$ cat config.mk
export PLATFORM = sky130hd
export DESIGN_NAME = abx_exec_unit
export DESIGN_NICKNAME = d
export VERILOG_FILES = /design/src/verilog/abx_pkg.sv /design/src/verilog/abx_exec_unit.sv /design/src/verilog/abx_decode.sv
export VERILOG_INCLUDE_DIRS = /design/src /design/src/verilog
export SDC_FILE = /design/constraint.sdc
export NUM_CORES = 1
export LEC_CHECK = 0
export ABC_AREA = 1
export BUFFER_PORTS_ARGS = -buffer_cell sky130_fd_sc_hd__buf_2
export CORE_MARGIN = 10
export CORE_UTILIZATION = 40
export CTS_CLUSTER_SIZE = 8
export DETAILED_ROUTE_END_ITERATION = 7
export PLACE_DENSITY = 0.66
export SLEW_MARGIN = 20
export SYNTH_ARGS = -nofsm -noshare
export SYNTH_HDL_FRONTEND = slang
export SYNTH_SLANG_ARGS = --single-unit
$ cat constraint.sdc
create_clock -name clk_i -period 2.95 [get_ports clk_i]
set_input_delay 0.1475 -clock clk_i [delete_from_list [all_inputs] [get_ports clk_i]]
set_output_delay 0.1475 -clock clk_i [all_outputs]
set_load 0.01 [all_outputs]
$ cat src/verilog/abx_defs.svh
/*
 * constants of the add and bit-test execution unit: opcode fields, flag bits,
 * register-port offsets and reset values.
 * assumes inclusion by bare name from the package and the modules.
 */
`ifndef ABX_DEFS_SVH
`define ABX_DEFS_SVH

// ==========================================================
// instruction fields
`define ABX_OP_ADD_REG      6'h07
`define ABX_OP_AND_REG      6'h05
`define ABX_OP_AND_LIT      6'h39
`define ABX_OP_ADD_LIT_HI   5'h1f
`define ABX_BOP_CLEAR       4'h4
`define ABX_BOP_SET         4'h5
`define ABX_BOP_SKIP_ZERO   4'h6
`define ABX_BOP_SKIP_ONE    4'h7
`define ABX_DEST_BIT        7
`define ABX_LOW_NIBBLE_CARRY 4
`define ABX_F_FADDR         6:0
`define ABX_F_BITIDX        9:7
`define ABX_F_LIT           7:0
`define ABX_F_OP6           13:8
`define ABX_F_OP5           13:9
`define ABX_F_OP4           13:10

// ==========================================================
// control register port (8-bit data)
`define ABX_ADDR_W          2
`define ABX_REG_INSTR_LO    2'h0
`define ABX_REG_INSTR_HI    2'h1
`define ABX_REG_ACC         2'h2
`define ABX_REG_STATUS      2'h3
`define ABX_FLAG_C          0
`define ABX_FLAG_DC         1
`define ABX_FLAG_Z          2
`define ABX_ACC_RESET       8'h00
`define ABX_STATUS_RESET    3'h0

`endif

$ cat src/verilog/abx_pkg.sv
/*
 * types shared by the execution unit files.
 * assumes abx_defs.svh is on the include path.
 */
`include "abx_defs.svh"

package abx_pkg;

	typedef logic [13:0] abx_word_t;

	typedef enum logic [3:0] {
		ABX_K_NONE   = 4'h0,
		ABX_K_ADDW   = 4'h1,
		ABX_K_ANDW   = 4'h2,
		ABX_K_CLRB   = 4'h3,
		ABX_K_SETB   = 4'h4,
		ABX_K_SKZ    = 4'h5,
		ABX_K_SKO    = 4'h6,
		ABX_K_ADDL   = 4'h7,
		ABX_K_ANDL   = 4'h8
	} abx_kind_e;

	typedef struct packed {
		abx_kind_e   kind;
		logic        dest_reg;
		logic [6:0]  faddr;
		logic [2:0]  bitidx;
		logic [7:0]  lit;
	} abx_dec_s;

	typedef struct packed {
		logic        we;
		logic [6:0]  addr;
		logic [7:0]  data;
	} abx_fwr_s;

	typedef enum logic [0:0] {
		ABX_ST_RUN  = 1'b0,
		ABX_ST_IDLE = 1'b1
	} abx_state_e;

endpackage

$ cat src/verilog/abx_exec_unit.sv
/*
 * execute stage for add, and, bit set/clear and bit-test-skip instructions.
 * assumes the fetch stage presents one word per cycle with instr_valid_i,
 * and that file reads are combinational (fread_data_i follows fread_addr_o).
 */
// How it works
// - add literal to accumulator, update C DC Z
// - add file register to accumulator, flags C DC Z
// - destination bit zero accumulator, one register
// - and literal into accumulator, Z only
// - and register with accumulator, routed, Z only
// - clear chosen register bit, flags untouched
// - set chosen register bit, flags untouched
// - skip next when tested bit one
// - skip next when tested bit zero
// - fixed 14-bit word field layout
// - opcode values decode as listed
// - one cycle each, skip adds idle slot
// - port self-modify reads pin levels
`timescale 1ns/1ps
`include "abx_defs.svh"

module abx_exec_unit
	import abx_pkg::*;
(
	input  wire logic                    clk_i,
	input  wire logic                    rst_n_i,
	input  wire logic                    instr_valid_i,
	input  wire abx_word_t               instr_i,
	output logic [6:0]                   fread_addr_o,
	input  wire logic [7:0]              fread_data_i,
	input  wire logic                    fread_is_port_i,
	input  wire logic [7:0]              port_pins_i,
	output logic                         fwr_we_o,
	output logic [6:0]                   fwr_addr_o,
	output logic [7:0]                   fwr_data_o,
	output logic                         skip_o,
	output logic [7:0]                   acc_o,
	output logic                         carry_o,
	output logic                         nibble_overflow_bit_o,
	output logic                         zero_o,
	input  wire logic [`ABX_ADDR_W-1:0]  reg_addr_i,
	input  wire logic [7:0]              reg_wdata_i,
	input  wire logic                    reg_wr_i,
	input  wire logic                    reg_rd_i,
	output logic [7:0]                   reg_rdata_o
);

	// ==========================================================
	// reset release
	logic rst_s1_q;
	logic rst_s2_q;
	logic rst_n;

	always_ff @(posedge clk_i or negedge rst_n_i) begin
		if (!rst_n_i) begin
			rst_s1_q <= 1'b0;
			rst_s2_q <= 1'b0;
		end else begin
			rst_s1_q <= 1'b1;
			rst_s2_q <= rst_s1_q;
		end
	end
	assign rst_n = rst_s2_q;

	// ==========================================================
	// port pin synchroniser
	logic [7:0] pins_s1_q;
	logic [7:0] pins_s2_q;

	always_ff @(posedge clk_i or negedge rst_n) begin
		if (!rst_n) begin
			pins_s1_q <= 8'h00;
			pins_s2_q <= 8'h00;
		end else begin
			pins_s1_q <= port_pins_i;
			pins_s2_q <= pins_s1_q;
		end
	end

	// ==========================================================
	// decode
	abx_dec_s dec;

	abx_decode u_dec (
		.instr_i (instr_i),
		.dec_o   (dec)
	);

	function automatic logic [9:0] add8(input logic [7:0] a, input logic [7:0] b);
		logic [4:0] lo;
		logic [8:0] full;
		lo   = {1'b0, a[3:0]} + {1'b0, b[3:0]};
		full = {1'b0, a} + {1'b0, b};
		// {carry, nibble carry, sum}
		return {full[8], lo[`ABX_LOW_NIBBLE_CARRY], full[7:0]};
	endfunction

	function automatic logic [7:0] bit_mask(input logic [2:0] idx);
		return 8'h01 << idx;
	endfunction

	// ==========================================================
	// execute
	abx_state_e  state_q, state_d;
	logic [7:0]  acc_q, acc_d;
	logic [2:0]  flags_q, flags_d;
	abx_fwr_s    fwr_q, fwr_d;
	logic        skip_q, skip_d;
	logic [7:0]  rdata_q, rdata_d;
	logic [7:0]  fsrc;
	logic [9:0]  sum;
	logic [7:0]  result;
	logic        exec;
	logic [13:0] instr_shadow_q, instr_shadow_d;

	assign fread_addr_o = dec.faddr;
	// a port read-modify-write sees the pins, not the output latch
	assign fsrc = fread_is_port_i ? pins_s2_q : fread_data_i;
	assign exec = instr_valid_i && (state_q == ABX_ST_RUN);

	always_comb begin
		state_d        = ABX_ST_RUN;
		acc_d          = acc_q;
		flags_d        = flags_q;
		fwr_d          = '0;
		skip_d         = 1'b0;
		rdata_d        = 8'h00;
		instr_shadow_d = instr_shadow_q;
		sum            = add8(acc_q, (dec.kind == ABX_K_ADDL) ? dec.lit : fsrc);
		result         = 8'h00;
		if (state_q == ABX_ST_IDLE) begin
			// discarded word runs as an idle slot
			state_d = instr_valid_i ? ABX_ST_RUN : ABX_ST_IDLE;
		end else if (exec) begin
			instr_shadow_d = instr_i;
			unique case (dec.kind)
				ABX_K_ADDL: begin
					acc_d = sum[7:0];
					flags_d = {sum[7:0] == 8'h00, sum[8], sum[9]};
				end
				ABX_K_ADDW, ABX_K_ANDW: begin
					result = (dec.kind == ABX_K_ADDW) ? sum[7:0] : (acc_q & fsrc);
					if (dec.kind == ABX_K_ADDW) begin
						flags_d = {result == 8'h00, sum[8], sum[9]};
					end else begin
						flags_d[`ABX_FLAG_Z] = (result == 8'h00);
					end
					if (dec.dest_reg) begin
						fwr_d = '{we: 1'b1, addr: dec.faddr, data: result};
					end else begin
						acc_d = result;
					end
				end
				ABX_K_ANDL: begin
					acc_d = acc_q & dec.lit;
					flags_d[`ABX_FLAG_Z] = ((acc_q & dec.lit) == 8'h00);
				end
				ABX_K_CLRB: fwr_d = '{we: 1'b1, addr: dec.faddr,
					data: fsrc & ~bit_mask(dec.bitidx)};
				ABX_K_SETB: fwr_d = '{we: 1'b1, addr: dec.faddr,
					data: fsrc | bit_mask(dec.bitidx)};
				ABX_K_SKO: begin
					skip_d  = |(fread_data_i & bit_mask(dec.bitidx));
					state_d = skip_d ? ABX_ST_IDLE : ABX_ST_RUN;
				end
				ABX_K_SKZ: begin
					skip_d  = ~|(fread_data_i & bit_mask(dec.bitidx));
					state_d = skip_d ? ABX_ST_IDLE : ABX_ST_RUN;
				end
				default: ;
			endcase
		end
		if (reg_wr_i && reg_addr_i == `ABX_REG_ACC) begin
			acc_d = reg_wdata_i;
		end
		if (reg_wr_i && reg_addr_i == `ABX_REG_STATUS) begin
			flags_d = reg_wdata_i[2:0];
		end
		if (reg_rd_i) begin
			unique case (reg_addr_i)
				`ABX_REG_INSTR_LO: rdata_d = instr_shadow_q[7:0];
				`ABX_REG_INSTR_HI: rdata_d = {2'h0, instr_shadow_q[13:8]};
				`ABX_REG_ACC:      rdata_d = acc_q;
				`ABX_REG_STATUS:   rdata_d = {5'h00, flags_q};
			endcase
		end
	end

	always_ff @(posedge clk_i or negedge rst_n) begin
		if (!rst_n) begin
			state_q        <= ABX_ST_RUN;
			acc_q          <= `ABX_ACC_RESET;
			flags_q        <= `ABX_STATUS_RESET;
			fwr_q          <= '0;
			skip_q         <= 1'b0;
			rdata_q        <= 8'h00;
			instr_shadow_q <= 14'h0000;
		end else begin
			state_q        <= state_d;
			acc_q          <= acc_d;
			flags_q        <= flags_d;
			fwr_q          <= fwr_d;
			skip_q         <= skip_d;
			rdata_q        <= rdata_d;
			instr_shadow_q <= instr_shadow_d;
		end
	end

	assign acc_o                 = acc_q;
	assign carry_o               = flags_q[`ABX_FLAG_C];
	assign nibble_overflow_bit_o = flags_q[`ABX_FLAG_DC];
	assign zero_o                = flags_q[`ABX_FLAG_Z];
	assign fwr_we_o              = fwr_q.we;
	assign fwr_addr_o            = fwr_q.addr;
	assign fwr_data_o            = fwr_q.data;
	assign skip_o                = skip_q;
	assign reg_rdata_o           = rdata_q;

	// ==========================================================
	// checks
	property p_add_lit;
		@(posedge clk_i) disable iff (!rst_n)
		(exec && dec.kind == ABX_K_ADDL && !reg_wr_i) |=>
			acc_q == 8'(($past(acc_q) + $past(dec.lit)));
	endproperty
	a_add_lit: assert property (p_add_lit) else $error("add literal wrong");

	property p_add_carry;
		@(posedge clk_i) disable iff (!rst_n)
		(exec && dec.kind == ABX_K_ADDW && !reg_wr_i) |=>
			carry_o == (9'($past(acc_q)) + 9'($past(fsrc)) > 9'h0ff);
	endproperty
	a_add_carry: assert property (p_add_carry) else $error("add carry wrong");

	property p_dest_reg;
		@(posedge clk_i) disable iff (!rst_n)
		(exec && dec.kind == ABX_K_ANDW && dec.dest_reg) |=>
			fwr_we_o && fwr_data_o == ($past(acc_q) & $past(fsrc));
	endproperty
	a_dest_reg: assert property (p_dest_reg) else $error("and result not written back");

	property p_and_lit_flags;
		@(posedge clk_i) disable iff (!rst_n)
		(exec && dec.kind == ABX_K_ANDL && !reg_wr_i) |=>
			$stable(carry_o) && $stable(nibble_overflow_bit_o) && zero_o == (acc_q == 8'h00);
	endproperty
	a_and_lit_flags: assert property (p_and_lit_flags) else $error("and literal flags");

	property p_and_reg_w;
		@(posedge clk_i) disable iff (!rst_n)
		(exec && dec.kind == ABX_K_ANDW && !dec.dest_reg && !reg_wr_i) |=>
			!fwr_we_o && acc_q == ($past(acc_q) & $past(fsrc));
	endproperty
	a_and_reg_w: assert property (p_and_reg_w) else $error("and to accumulator wrong");

	property p_bit_clear;
		@(posedge clk_i) disable iff (!rst_n)
		(exec && dec.kind == ABX_K_CLRB && !reg_wr_i) |=>
			fwr_we_o && !fwr_data_o[$past(dec.bitidx)] && $stable(flags_q);
	endproperty
	a_bit_clear: assert property (p_bit_clear) else $error("bit clear wrong");

	property p_bit_set;
		@(posedge clk_i) disable iff (!rst_n)
		(exec && dec.kind == ABX_K_SETB && !reg_wr_i) |=>
			fwr_we_o && fwr_data_o[$past(dec.bitidx)] && $stable(flags_q);
	endproperty
	a_bit_set: assert property (p_bit_set) else $error("bit set wrong");

	property p_skip_one;
		@(posedge clk_i) disable iff (!rst_n)
		(exec && dec.kind == ABX_K_SKO) |=>
			skip_o == $past(fread_data_i[dec.bitidx]);
	endproperty
	a_skip_one: assert property (p_skip_one) else $error("skip when one wrong");

	property p_skip_zero;
		@(posedge clk_i) disable iff (!rst_n)
		(exec && dec.kind == ABX_K_SKZ && !fread_data_i[dec.bitidx]) |=>
			skip_o && state_q == ABX_ST_IDLE ##1 (!fwr_we_o &&
				($past(instr_valid_i) ? state_q == ABX_ST_RUN : state_q == ABX_ST_IDLE));
	endproperty
	a_skip_zero: assert property (p_skip_zero) else $error("skip when zero wrong");

	property p_dest_add;
		@(posedge clk_i) disable iff (!rst_n)
		(exec && dec.kind == ABX_K_ADDW && dec.dest_reg && !reg_wr_i) |=>
			fwr_we_o && fwr_addr_o == $past(dec.faddr) && $stable(acc_q);
	endproperty
	a_dest_add: assert property (p_dest_add) else $error("add result not routed");

	property p_idle_slot;
		@(posedge clk_i) disable iff (!rst_n)
		(state_q == ABX_ST_IDLE && instr_valid_i && !reg_wr_i) |=>
			!fwr_we_o && !skip_o && $stable(acc_q) && $stable(flags_q) && state_q == ABX_ST_RUN;
	endproperty
	a_idle_slot: assert property (p_idle_slot) else $error("dropped word had an effect");

	property p_port_src;
		@(posedge clk_i) disable iff (!rst_n)
		(exec && dec.kind == ABX_K_SETB && fread_is_port_i && !reg_wr_i) |=>
			fwr_data_o == ($past(pins_s2_q) | (8'h01 << $past(dec.bitidx)));
	endproperty
	a_port_src: assert property (p_port_src) else $error("port source not pin levels");

	property p_nibble;
		@(posedge clk_i) disable iff (!rst_n)
		(exec && dec.kind == ABX_K_ADDL && !reg_wr_i) |=> zero_o == (acc_q == 8'h00) &&
			nibble_overflow_bit_o == (5'($past(acc_q[3:0])) + 5'($past(dec.lit[3:0])) > 5'h0f);
	endproperty
	a_nibble: assert property (p_nibble) else $error("nibble carry or zero wrong");

endmodule

$ cat src/verilog/abx_decode.sv
/*
 * combinational decoder of one 14-bit instruction word into kind and fields.
 * assumes the word is stable for the whole execute cycle.
 */
`timescale 1ns/1ps
`include "abx_defs.svh"

module abx_decode
	import abx_pkg::*;
(
	input  wire abx_word_t instr_i,
	output abx_dec_s       dec_o
);

	always_comb begin
		dec_o.dest_reg = instr_i[`ABX_DEST_BIT];
		dec_o.faddr    = instr_i[`ABX_F_FADDR];
		dec_o.bitidx   = instr_i[`ABX_F_BITIDX];
		dec_o.lit      = instr_i[`ABX_F_LIT];
		dec_o.kind     = ABX_K_NONE;
		if (instr_i[`ABX_F_OP6] == `ABX_OP_ADD_REG) begin
			dec_o.kind = ABX_K_ADDW;
		end else if (instr_i[`ABX_F_OP6] == `ABX_OP_AND_REG) begin
			dec_o.kind = ABX_K_ANDW;
		end else if (instr_i[`ABX_F_OP5] == `ABX_OP_ADD_LIT_HI) begin
			dec_o.kind = ABX_K_ADDL;
		end else if (instr_i[`ABX_F_OP6] == `ABX_OP_AND_LIT) begin
			dec_o.kind = ABX_K_ANDL;
		end else begin
			unique case (instr_i[`ABX_F_OP4])
				`ABX_BOP_CLEAR:     dec_o.kind = ABX_K_CLRB;
				`ABX_BOP_SET:       dec_o.kind = ABX_K_SETB;
				`ABX_BOP_SKIP_ZERO: dec_o.kind = ABX_K_SKZ;
				`ABX_BOP_SKIP_ONE:  dec_o.kind = ABX_K_SKO;
				default:            dec_o.kind = ABX_K_NONE;
			endcase
		end
	end

endmodule

### Word level (Yosys, flattened, before mapping)

Index checks and enable logic that the tools add are counted.

* flip-flop bits (word level): 69
* input port bits: 46
* output and inout port bits: 43
* logic and storage cells: 100

* add/subtract/negate cells: 2
* equality and inequality tests: 23
* shift-type cells: 1
* mux-type cells: 34
* bitwise operators: 7
* reduce and logical (&&, ||, !) cells: 19

Operators by type and width (count)
* $mux W8: 8
* $mux W16: 3
* $pmux W16 S3: 1
* $and A8 B8 Y8: 4
* $eq A4 B3 Y1 const B: 8
* $pmux W8 S4: 1
* $logic_not A8 Y1: 3
* $pmux W8 S3: 1
* $mux W4: 4
* $eq A6 B3 Y1 const B: 2
* $pmux W3 S4: 1
* $add A8 B8 Y9: 1
* $mux W3: 3
* $eq A4 B2 Y1 const B: 2
* $not A8 Y8: 1
* $or A8 B8 Y8: 1
* $reduce_and A4 Y1: 2
* $reduce_bool A4 Y1: 2
* $reduce_or A8 Y1: 1
* $shl A1 B3 Y8 const A: 1
* $mux W1: 7
* $eq A6 B6 Y1 const B: 1
* $ne A3 B3 Y1 const B: 2
* $add A4 B4 Y5: 1
* other kinds (19): 25

### Logic depth before layout (Yosys ltp)

Gate-level depths: netlist of the first run.

* depth after elaboration: 15
* gate-level depth with buffers: 21
* gate-level depth less buffers: 21

### Cells and area by module

From an unflattened synthesis of the first run, not the netlist that was laid out.

* cells, all modules: 579
* area total of the unflattened synthesis: 4186.5 um2

Modules (own cells, without submodules)
* abx_exec_unit: instances 1, cells each 534, area an instance 3931.3 um2, sequential area each 1726.7 um2
* abx_decode: instances 1, cells each 45, area an instance 255.2 um2, sequential area each 0.0 um2

### Least setup slack after synthesis of the first run

Ideal clock, no wire load.

* path type: input -> register
* from: in instr_i[13]
* to: reg flags_q[2]
* setup time: 0.065 ns
* arrival time: 2.186 ns
* required time: 2.885 ns
* slack: 0.699 ns
* stages: 20
* path buffers: 0
* cells stage by stage: nand2_1 -> nor2_2 -> inv_1 -> o21ai_0 -> ha_1 -> inv_1 -> fa_1 -> inv_1 -> nand3_1 -> nand2_1 -> nand2_1 -> nand2_1 -> nand2_1 -> o21ai_1 -> nand2_1 -> nor2_1 -> nand3_1 -> nand2_1 -> nand2_1 -> nand2_1

* longest elaborated chain between the ends: 15
* elaborated cells between the ends (all ways): 29
* classes of those cells: 1 x add/sub; 12 x eq/ne; 11 x mux; 5 x reduce/logical

Ends and longest elaborated chain
* from (decl): line abx_exec_unit.sv:29 `input wire abx_word_t instr_i,`
* $eq A4 B3 Y1: line abx_decode.sv:30 `` unique case (instr_i[`ABX_F_OP4]) ``
* $pmux W3 S4: line abx_decode.sv:30
* $mux W4: line abx_decode.sv:27 `` end else if (instr_i[`ABX_F_OP6] == `ABX_OP_AND_LIT) begin ``
* $mux W4: line abx_decode.sv:25 `` end else if (instr_i[`ABX_F_OP5] == `ABX_OP_ADD_LIT_HI) begin ``
* $mux W4: line abx_decode.sv:23 `` end else if (instr_i[`ABX_F_OP6] == `ABX_OP_AND_REG) begin ``
* $mux W4 *: line abx_decode.sv:21 `` if (instr_i[`ABX_F_OP6] == `ABX_OP_ADD_REG) begin ``
* $eq A4 B3 Y1: line abx_exec_unit.sv:130, abx_exec_unit.sv:137
* $mux W8: line abx_exec_unit.sv:130 `sum = add8(acc_q, (dec.kind == ABX_K_ADDL) ? dec.lit : fsrc);`
* $add A8 B8 Y9: line abx_exec_unit.sv:94 `full = {1'b0, a} + {1'b0, b};`
* $mux W8: line abx_exec_unit.sv:143 `result = (dec.kind == ABX_K_ADDW) ? sum[7:0] : (acc_q & fsrc);`
* $logic_not A8 Y1: line abx_exec_unit.sv:145, abx_exec_unit.sv:147
* $pmux W1 S3: line abx_exec_unit.sv:137 `unique case (dec.kind)`
* $mux W3: line abx_exec_unit.sv:135 `end else if (exec) begin`
* $mux W3: line abx_exec_unit.sv:132 `if (state_q == ABX_ST_IDLE) begin`
* $mux W3: line abx_exec_unit.sv:177 `` if (reg_wr_i && reg_addr_i == `ABX_REG_STATUS) begin ``
* to (signal assigned): line abx_exec_unit.sv:194 `` flags_q <= `ABX_STATUS_RESET; ``
* to (signal assigned): line abx_exec_unit.sv:202 `flags_q <= flags_d;`
* to (decl): line abx_exec_unit.sv:107 `logic [2:0] flags_q, flags_d;`

Every way passes the cells marked *; elsewhere a longest branch is shown, timed or not. The select of a mux whose other input is x is not followed.
A chain may end at the register's enable or synchronous reset.

### Worst setup path in the final report of the first run

* from: reg pins_s2_q[1]
* to: reg acc_q[2] (netlist: acc_o[2])

* longest elaborated chain between the ends: 9

Ends and longest elaborated chain
* from (decl): line abx_exec_unit.sv:69 `logic [7:0] pins_s2_q;`
* from (signal assigned): line abx_exec_unit.sv:77 `pins_s2_q <= pins_s1_q;`
* $mux W8 *: line abx_exec_unit.sv:119 `assign fsrc = fread_is_port_i ? pins_s2_q : fread_data_i;`
* $mux W8 *: line abx_exec_unit.sv:130
* $add A8 B8 Y9 *: line abx_exec_unit.sv:94
* $mux W8: line abx_exec_unit.sv:143
* $mux W8: line abx_exec_unit.sv:149 `if (dec.dest_reg) begin`
* $pmux W8 S3 *: line abx_exec_unit.sv:137
* $mux W8 *: line abx_exec_unit.sv:135
* $mux W8 *: line abx_exec_unit.sv:132
* $mux W8 *: line abx_exec_unit.sv:174 `` if (reg_wr_i && reg_addr_i == `ABX_REG_ACC) begin ``
* to (signal assigned): line abx_exec_unit.sv:193 `` acc_q <= `ABX_ACC_RESET; ``
* to (decl): line abx_exec_unit.sv:106 `logic [7:0] acc_q, acc_d;`

Marks and branches as above.

==> results.md, run 1 <==
* Status: completed
* Die outline width at 120.0 µm
* Post-synth cell types at 39
* Largest cells by area after synthesis: dfrtp_1 (43%), nand2_1 (13%), inv_1 (6.8%)
* Netlist Area Pre-Place at 4004 µm²
* Synth warnings at 0
* CTS resizes at 0
* Commonest register cell after synthesis: dfrtp_1
* Hold path startpoint: instr_valid_i
* RSZ-0062 raised after global routing: false
* Synth top area share at 43.13%
* Grt ovf at 0
* Clock transition at the registers of the reported paths at 0.08 ns
* Worst setup path startpoint: pins_s2_q[1]
* Final HPWL DP at 10.54 mm
* Share of cells above drive strength 1 at 21.72%
* CORE AREA at 9774 µm²
* Initial Util at 40.96%
* Placed cells at 748
* CTS sink cnt at 69
* CTS root buffer: clkbuf_8
* H-tree Lvls at 3
* Sequential share of the synthesized area at 43.13%
* Max clock buf depth at 2
* Finished Layout Cells at 773
* Buffers on Ports at 88
* # DRC at 0
* Largest net degree at the start of global routing at 47
* Crit. End Element: register
* Setup Viol. Count Final at 0
* Leading area contributor after synthesis: dfrtp_1
* CP Launch Type: register
* Worst EP arrival at 2.79 ns
* Total setup buffers inserted after CTS at 0
* Fmax at 398.8 MHz
* Slew @ Worst Pin at 0.5844 ns
* Fin Setup TNS at 0 ns
* Drt first pass iters at 5
* Tmin final at 2.507 ns
* First-pass GRT wire length at 21.33 mm
* Pins Over Slew Limit at 0
* CTS tree: built
* Total CTS buffers at 9
* Vias in the first global route at 3983
* Post-route ant nets at 0
* Syn Inst Count at 533
* Slew HR at 60.90%
* Avg WL per Cell at 17.36 µm
* Starting DRT DRC Count at 378
* FFs w/ async S/R, synth at 100.0%
* Leak at 2.619 nW
* Via-per-instance ratio at 5.128
* GRT Total Usage at 18.76%
* Hold Violations, Final at 0
* Maximum fanout along the worst path at 3
* Routed WL at 13.42 mm
* # rows at 36
* # IOs at 89
* Antenna diodes at 0
* PwrDens at 656.7 nW/µm²
* Initial antenna violation count at 0
* Die Y at 120.0 µm
* Final period util at 84.99%
* EDFF count, synth at 0
* Crit Path Category: register to register
* Area Growth Syn to Fin at 21.19%
* VDD IR max at 272.6 µV
* FF+latch count, synth at 69
* Post-CTS Hold Buffers at 9
* Syn Nets at 589
* Final net count at 691
* R2r startpoint: pins_s2_q[1]
* Via count at 3964
* DIE AREA at 14410 µm²
* Hold Path Class: primary input to register
* Clock Skews at 0.01494 ns
* Max cap viols at 0
* Mapped Avg Cell Area at 7.512 µm²
* Data required, critical path at 3.23 ns
* Final Wtd Congestion at 0.9685
* Utilization after layout at 49.64%
* Clock Latency Late Sink at 0.36 ns
-- where the power goes --
part           internal [mW]  switching (mW)
combinational          0.459           0.792
sequential              1.06           0.173
clock                  0.326           0.375
-- critical path, stage by stage, from the launching register on --
cell and delay, ns:
dfrtp_1 0.33, inv_1 0.04, nand2_1 0.04, o21a_1 0.19
inv_1 0.05, o21ai_0 0.23, inv_1 0.10, fa_1 0.43
xnor2_1 0.35, o21a_1 0.24, nand2_1 0.07, nand2_1 0.12
o21ai_0 0.12, o21ai_2 0.13
-- through the flow --
step	area (µm²)	hold slack, ns	setup slack [ns]	total power [mW]
finish	4852	0.03062	0.4427	3.186
global route	4852	0.07227	0.1117	3.418
CTS	4852	0.02780	0.4565	3.178
detailed placement	4593	-0.06586	0.3480	2.466
global placement	4593	-0.06793	0.3653	2.464
floorplan	4004	-0.1481	0.6994	2.005
-- Yosys cell counts, types with 6 or more instances --
| cell type | count |
|---|---|
| o21ai_1 | 6 |
| o21ai_0 | 49 |
| nand4_1 | 8 |
| inv_1 | 73 |
| nand3_1 | 31 |
| nor2_1 | 51 |
| a21oi_1 | 25 |
| ha_1 | 9 |
| dfrtp_1 | 69 |
| nand2_1 | 137 |
| buf_4 | 7 |
-- kinds of logic after synthesis --
kind of cell               synth area share (%)
AOI/OAI and AO/OA                         15.78
xor gates and xnor gates                 0.2188
adders and majority gates                 3.313
buffers and inverters                     9.844
DFF                                       43.13
other                                   0.09366
and+or+nand+nor                           27.62
-- cell type report --
type                       instances  area (µm²)
timing repair buffer             106       610.6
clock buffer                      12       145.1
multi-input combinational        371        1883
fill                             988        4922
sequential                        69        1728
tap                              133       166.4
clock inverter                     4       23.77
inverter                          78       295.3
-- layer usage --
metal	up-vias	global-route usage, %	wire, µm
met2	152	29.95	6419
met5	-	0	0
met4	0	7.617	320
li1	1928	-	-
met3	28	4.501	976
met1	1856	23.89	5700
-- final timing paths --
| path | end | slack, ns | cells past startpoint |
|---|---|---|---|
| max in group asynchronous | fwr_addr_o[1] | 2.07 | 1 |
| setup reg to reg | acc_o[2] | 0.44 | 13 |
| min in group asynchronous | rst_s1_q | 0.09 | 2 |
| hold reg to reg | instr_shadow_q[1] | 0.25 | 0 |
| hold / removal | state_q | 0.03 | 4 |
| setup / recovery | acc_o[2] | 0.44 | 13 |
-- flip-flops by register name, summed over array words and instances (netlist names) --
signal / flops
rst_n: 1
skip_o: 1
flags_q: 3
reg_rdata_o: 8
fwr_addr_o: 7
state_q: 1
fwr_data_o: 8
instr_shadow_q: 14
pins_s2_q: 8
pins_s1_q: 8
rst_s1_q: 1
fwr_we_o: 1
acc_o: 8
-- cells in the final DEF (no fill, tap or decap), types with 5 or more instances in the layout --
master,Yosys,routed
dfrtp_1,69,68
nand2_1,137,137
o21ai_1,6,6
inv_1,73,73
nand4_1,8,8
clkbuf_8,0,10
nor2_1,51,51
ha_1,9,9
o2111ai_1,5,5
dlygate4sd3_1,0,9
o21ai_0,49,49
nor3_1,5,5
buf_4,7,8
buf_2,1,88
a21oi_1,25,25
nand3_1,31,31
Power figures use the tool's default switching activity.
==> run 2: changes to the inputs <==
- ABC_AREA: 1 -> 0
- clock period: 2.95 -> 2.6 ns (I/O delays scaled with it)
==> results.md, run 2 <==
* Status: completed
* CP Launch Type: register
* H-tree Lvls at 3 (unchanged)
* Mapped Avg Cell Area at 9.007 µm² (+20%)
* DIE AREA at 14370 µm² (-0.28%)
* Maximum fanout along the worst path at 3 (unchanged)
* Commonest register cell after synthesis: dfrtp_1
* CTS root buffer: clkbuf_8
* Crit Path Category: register to register
* Psw at 1.156 mW (-14%)
* Max reg flops at 14 (unchanged)
* Drt first pass iters at 7 (+2)
* Most frequent cells in the layout: buf_2 (88), nand2_1 (76), dfrtp_1 (68), nor2_1 (44), buf_4 (44)
* First-pass GRT wire length at 20.82 mm (-2.4%)
* Hold Path Class: primary input to register
* CTS tree: built
* Most common cell in the netlist: nand2_1
* Clock Latency Late Sink at 0.36 ns (about the same)
* Buffers on Ports at 88 (unchanged)
* GRT Total Usage at 18.28% (-0.49 points)
* R2r setup slk at 0.03 ns (-0.41 ns)
* Sequential share of the synthesized area at 43.27% (+0.15 points)
* Area Growth Syn to Fin at 30.39%
* # rows at 36 (unchanged)
* Post-synth cell types at 63 (+62%)
* Power Total at 3.427 mW (+7.6%)
* CORE AREA at 9729 µm² (-0.46%)
* Grt ovf at 0 (unchanged)
* Leading area contributor after synthesis: dfrtp_1
* EDFF count, synth at 0 (unchanged)
* Final Wtd Congestion at 0.9838 (+1.6%)
* Filler cell count in the final layout at 947 (-4.1%)
* Antenna diodes at 0 (unchanged)
* Vias in the first global route at 3824 (-4.0%)
* FF+latch area at 1728 µm² (unchanged)
* Cell-internal power at 2.271 mW (+23%)
* Worst EP arrival at 2.86 ns (+0.07 ns)
* Clock Skews at 0.01353 ns (-0.001413 ns)
* Synth top area share at 43.27% (+0.15 points)
* Slew HR at 60.18% (-0.72 points)
* Starting DRT DRC Count at 279 (-26%)
* Share of cells above drive strength 1 at 32.46% (+11 points)
* Largest net degree at the start of global routing at 44 (-6.4%)
* Leak at 2.585 nW (-1.3%)
* RSZ-0062 raised after global routing: true
* Hold Violations, Final at 0 (unchanged)
* CTS sink cnt at 69 (unchanged)
* Sequential Power Share at 36.4% (-2.3 points)
* Switching Share at 33.74% (-8.3 points)
* Pins Over Slew Limit at 0 (unchanged)
* Setup Viol. Count Final at 0 (unchanged)
* Crit. End Element: register
* Utilization after layout at 53.47% (+3.8 points)
* Synth warnings at 0 (unchanged)
* Initial antenna violation count at 0 (unchanged)
* Largest Register: instr_shadow_q
* List of most frequent post-synthesis cells: nand2_1 (76), dfrtp_1 (69), nor2_1 (48), a21oi_1 (28), o21ai_0 (16)
* Clock transition at the registers of the reported paths at 0.08 ns (about the same)
* Total CTS buffers at 9 (unchanged)
* Tmin final at 2.566 ns (+0.05848 ns)
* Commonest non-fill, non-tap cell in the layout: buf_2
* Multi-input gate area at 2118 µm² (+12%)
* FFs w/ async S/R, synth at 100.0% (unchanged)
* Final period util at 98.69% (+14 points)
* VDD IR max at 254.7 µV (-6.6%)
* Die Y at 119.9 µm (-0.14%)
* Die outline width at 119.9 µm (-0.14%)
* Fmax at 389.7 MHz (-2.3%)
* Max clock buf depth at 2 (unchanged)
* Finished Layout Cells at 706 (-8.7%)
* Syn Nets at 499 (-15%)
* Largest cells by area after synthesis: dfrtp_1 (43%), nand2_1 (7.1%), nor2_1 (4.5%)
* Comb pwr share at 35.2% (-4.1 points)
* Initial Util at 41.01% (+0.048 points)
* Netlist Area Pre-Place at 3990 µm² (-0.34%)
* Routed WL at 13.02 mm (-3.0%)
* Via-per-instance ratio at 5.248 (+2.3%)
* # DRC at 0 (unchanged)
* Fin Setup TNS at 0 ns (unchanged)
* Final net count at 624 (-9.7%)
* Avg WL per Cell at 18.44 µm (+6.3%)
* Via count at 3705 (-6.5%)
* Syn Inst Count at 443 (-17%)
* Max cap viols at 0 (unchanged)
* # IOs at 89 (unchanged)
* Slew @ Worst Pin at 0.5974 ns (+0.01297 ns)
* Final HPWL DP at 10.09 mm (-4.3%)
* Placed cells at 672 (-10%)
* PwrDens at 658.7 nW/µm² (+0.31%)
* FF+latch count, synth at 69 (unchanged)
* Data required, critical path at 2.89 ns (-0.34 ns)
* Clock power frac at 28.4% (+6.4 points)
* Hold slack final at 0.04289 ns (+0.01228 ns)
* Post-route ant nets at 0 (unchanged)
-- run 2: cell types whose count changed after synthesis, sizes merged, moves of 10 or more --
cell    delta
inv       -69
nand2     -67
o21ai     -37
nand3     -18
and2      +15
mux2i     +11
and3      +10
clkbuf    +10
-- run 2: metal layers --
metal / routed length (µm) / up-vias / GRT usage (%)
met3: 792 / 10 / 4.641
met5: 0 / - / 0
met1: 5602 / 1791 / 22.15
met2: 6475 / 118 / 31.40
met4: 148 / 0 / 5.204
li1: - / 1786 / -
-- run 2: worst paths after layout --
| check | depth (start not counted) | from | endpoint |
|---|---|---|---|
| setup reg to reg | 12 | pins_s2_q[0] | flags_q[2] |
| max in group asynchronous | 1 | rst_n | instr_shadow_q[11] |
| setup / recovery | 12 | pins_s2_q[0] | flags_q[2] |
| min in group asynchronous | 2 | rst_n_i | rst_n |
| hold / removal | 3 | reg_wdata_i[7] | acc_o[7] |
| hold reg to reg | 0 | rst_n | fwr_data_o[6] |
-- run 2: logic make-up after synthesis --
group	count (synthesis)	share of synthesized area (%)
other	1	0.09398
AO/OA/AOI/OAI	91	14.52
XOR/XNOR	5	1.097
multiplexers	22	7.275
AND/OR/NAND/NOR	202	24.74
adder cells (fa/ha/maj)	10	3.324
buffers and inverters	43	5.675
flip-flops	69	43.27
-- run 2: timing repair --
item,in CTS,in global routing
gates resized for setup,0,16
endpoints found under the setup margin,0,11
setup buffers,0,3
hold buffers,15,0
hold endpoints to repair,18,0
-- run 2: power groups by stage --
stage	sequential, mW	clock (mW)	combinational (mW)
after detailed placement	1.26	0	1.11
after global routing	1.25	1.05	1.32
after CTS	1.24	0.999	1.14
after floorplan	1.29	0	0.605
final	1.25	0.975	1.21
after global placement	1.26	0	1.12
-- run 2: cell type report --
| cell class | instances | share of cell area (%) |
|---|---|---|
| multi-input combinational | 331 | 40.72 |
| sequential | 69 | 33.21 |
| timing repair buffer | 148 | 18.09 |
| tap | 133 | 3.199 |
| clock buffer | 11 | 2.525 |
| clock inverter | 5 | 1.611 |
| inverter | 9 | 0.6494 |
-- run 2: through the flow --
step	setup slack, ns	instance area, µm²
after floorplan	-0.0006533	4049
after global placement	-0.1390	4763
after detailed placement	-0.1482	4763
after CTS	0.01419	5129
after global routing	-0.08812	5202
final	0.03418	5202
-- run 2: worst max-delay path, cell delays in order (launching register included) --
cell and delay [ns]:
dfrtp_1 0.35, mux2i_2 0.09, a21oi_1 0.14, ha_2 0.21, inv_2 0.04, fa_2 0.33
nand2b_4 0.15, a21o_1 0.17, a211o_1 0.29, a21o_1 0.20, a211oi_2 0.22, nand4_1 0.15
a21oi_2 0.15
==> run 3: changes to the inputs <==
- CORE_ASPECT_RATIO: not set -> 1.5
- TNS_END_PERCENT: not set -> 20
==> results.md, run 3 (synthesis results as in run 2) <==
* Status: completed
* Largest Register: instr_shadow_q
* Slew @ Worst Pin at 0.7621 ns (+0.1647 ns)
* Reg2reg end: flags_q[2]
* Utilization after layout at 53.49% (about the same)
* Starting DRT DRC Count at 255 (-8.6%)
* Drt first pass iters at 5 (-2)
* Slew HR at 49.19% (-11 points)
* # DRC at 0 (unchanged)
* Hold Violations, Final at 0 (unchanged)
* Initial Util at 40.95% (-0.063 points)
* Clock Latency Late Sink at 0.34 ns (-0.02 ns)
* Pins Over Slew Limit at 0 (unchanged)
* Via-per-instance ratio at 5.665 (+7.9%)
* Die outline width at 101.6 µm (-15%)
* Placed cell areas at 4748 µm² (-0.32%)
* Place WS at -0.1213 ns (+0.02690 ns)
* Commonest non-fill, non-tap cell in the layout: buf_2
* H-tree Lvls at 3 (unchanged)
* Setup Viol. Count Final at 0 (unchanged)
* Initial antenna violation count at 0 (unchanged)
* R2r setup slk at 0.09 ns (+0.05 ns)
* PwrDens at 710.4 nW/µm² (+7.9%)
* Final period util at 96.72% (-2.0 points)
* Placed cells at 655 (-2.5%)
* Max clock buf depth at 2 (unchanged)
* Data required, critical path at 2.87 ns (-0.02 ns)
* CTS tree: built
* Worst EP arrival at 2.78 ns (-0.08 ns)
* Crit. End Element: register
* CORE AREA at 9744 µm² (+0.15%)
* Avg WL per Cell at 21.25 µm (+15%)
* Area Growth Syn to Fin at 30.64%
* Leak at 2.598 nW (+0.48%)
* Clock Skews at 0.002777 ns (-0.01075 ns)
* Fin Setup TNS at 0 ns (unchanged)
* Final Wtd Congestion at 0.9522 (-3.2%)
* Post-route ant nets at 0 (unchanged)
* Grt ovf at 0 (unchanged)
* Clock transition at the registers of the reported paths at 0.06 ns (-0.02 ns)
* Total CTS buffers at 9 (unchanged)
* Largest net degree at the start of global routing at 35 (-20%)
* VDD IR max at 439.2 µV (+72%)
* Crit Path Category: register to register
* Hold Path Depth at 2 (-1)
* Final HPWL DP at 11.33 mm (+12%)
* Antenna diodes at 0 (unchanged)
* Share of cells above drive strength 1 at 32.92% (+0.46 points)
* Tmin final at 2.515 ns (-0.05108 ns)
* RSZ-0062 raised after global routing: true
* Filler cell count in the final layout at 899 (-5.1%)
* Hold path startpoint: instr_valid_i
* Die Y at 142.3 µm (+19%)
* Final net count at 619 (-0.80%)
* Max cap viols at 0 (unchanged)
* R2R depth at 12 (unchanged)
* Final instance area at 5213 µm² (+0.19%)
* Routed WL at 14.51 mm (+11%)
* CTS root buffer: clkbuf_16
* # rows at 44 (+22%)
* R2r startpoint: pins_s2_q[0]
* CTS sink cnt at 69 (unchanged)
* CP Launch Type: register
* Finished Layout Cells at 683 (-3.3%)
* Hold Path Class: primary input to register
* Post-route setup slack at 0.08526 ns (+0.05108 ns)
* Maximum fanout along the worst path at 3 (unchanged)
* Vias in the first global route at 4074 (+6.5%)
* Worst hold path endpoint: state_q
* First-pass GRT wire length at 22.29 mm (+7.0%)
* Via count at 3869 (+4.4%)
* Buffers on Ports at 88 (unchanged)
* Fmax at 397.7 MHz (+2.0%)
* Max reg flops at 14 (unchanged)
* # IOs at 89 (unchanged)
* DIE AREA at 14450 µm² (+0.57%)
* Most frequent cells in the layout: buf_2 (88), nand2_1 (76), dfrtp_1 (68), nor2_1 (46), buf_4 (44)
* GRT Total Usage at 20.54% (+2.3 points)
==> run 3: metrics by stage <==
| stage | total power [mW] | hold slack [ns] |
|---|---|---|
| after floorplan | 1.891 | -0.1656 |
| after global placement | 2.431 | -0.08373 |
| after detailed placement | 2.433 | -0.08343 |
| after CTS | 3.681 | 0.002342 |
| after global routing | 3.883 | 0.007398 |
| final | 3.703 | 0.008375 |
==> run 3: worst max-delay path by stage <==
| stage | start | to | slack (ns) |
|---|---|---|---|
| after floorplan | instr_i[9] | flags_q[2] | -0.0007 |
| after global placement | instr_i[13] | acc_o[6] | -0.17 |
| after detailed placement | instr_i[13] | acc_o[6] | -0.12 |
| after CTS | pins_s2_q[0] | acc_o[6] | -0.02 |
| after global routing | pins_s2_q[3] | acc_o[4] | -0.04 |
| final | pins_s2_q[0] | flags_q[2] | 0.09 |
==> run 3: report_power, final <==
group	leakage [nW]	switching, mW	internal [mW]
clock	0.138	0.473	0.744
combinational	1.59	0.673	0.557
sequential	0.871	0.0912	1.17
==> run 3: area by class of cell <==
class | instances | area, µm² | share of cell area, %
clock inverters | 7 | 75.07 | 1.440
well taps | 115 | 143.9 | 2.760
flip-flops and latches | 69 | 1728 | 33.15
repair buffers | 143 | 890.9 | 17.09
inverters | 9 | 33.78 | 0.6481
multi-input cells | 331 | 2116 | 40.59
clock buffers | 9 | 225.2 | 4.321
==> run 3: metal layers <==
layer	part of all wire, %	vias up	GRT usage, %
met1	38	1859	22.25
met5	0	-	0
li1	-	1770	-
met3	6.5	59	5.202
met2	48	181	33.52
met4	7.3	0	15.57
==> run 3: worst max-delay path: stages (launching register included) <==
cell and delay, ns:
dfrtp_1 0.35, mux2i_2 0.10, a21oi_2 0.13, ha_2 0.19, inv_2 0.04, fa_2 0.33, nand2b_4 0.17, a21o_1 0.18
a211o_1 0.30, a21o_1 0.21, a211oi_2 0.15, nand4_1 0.14, a21oi_1 0.16
==> run 3: timing repair <==
action	in CTS	in global routing
endpoints found under the setup margin	3	8
resized for setup	2	12
pin swaps	0	6
buffers inserted	0	2
hold buffers	10	0
hold endpoints to repair	11	0
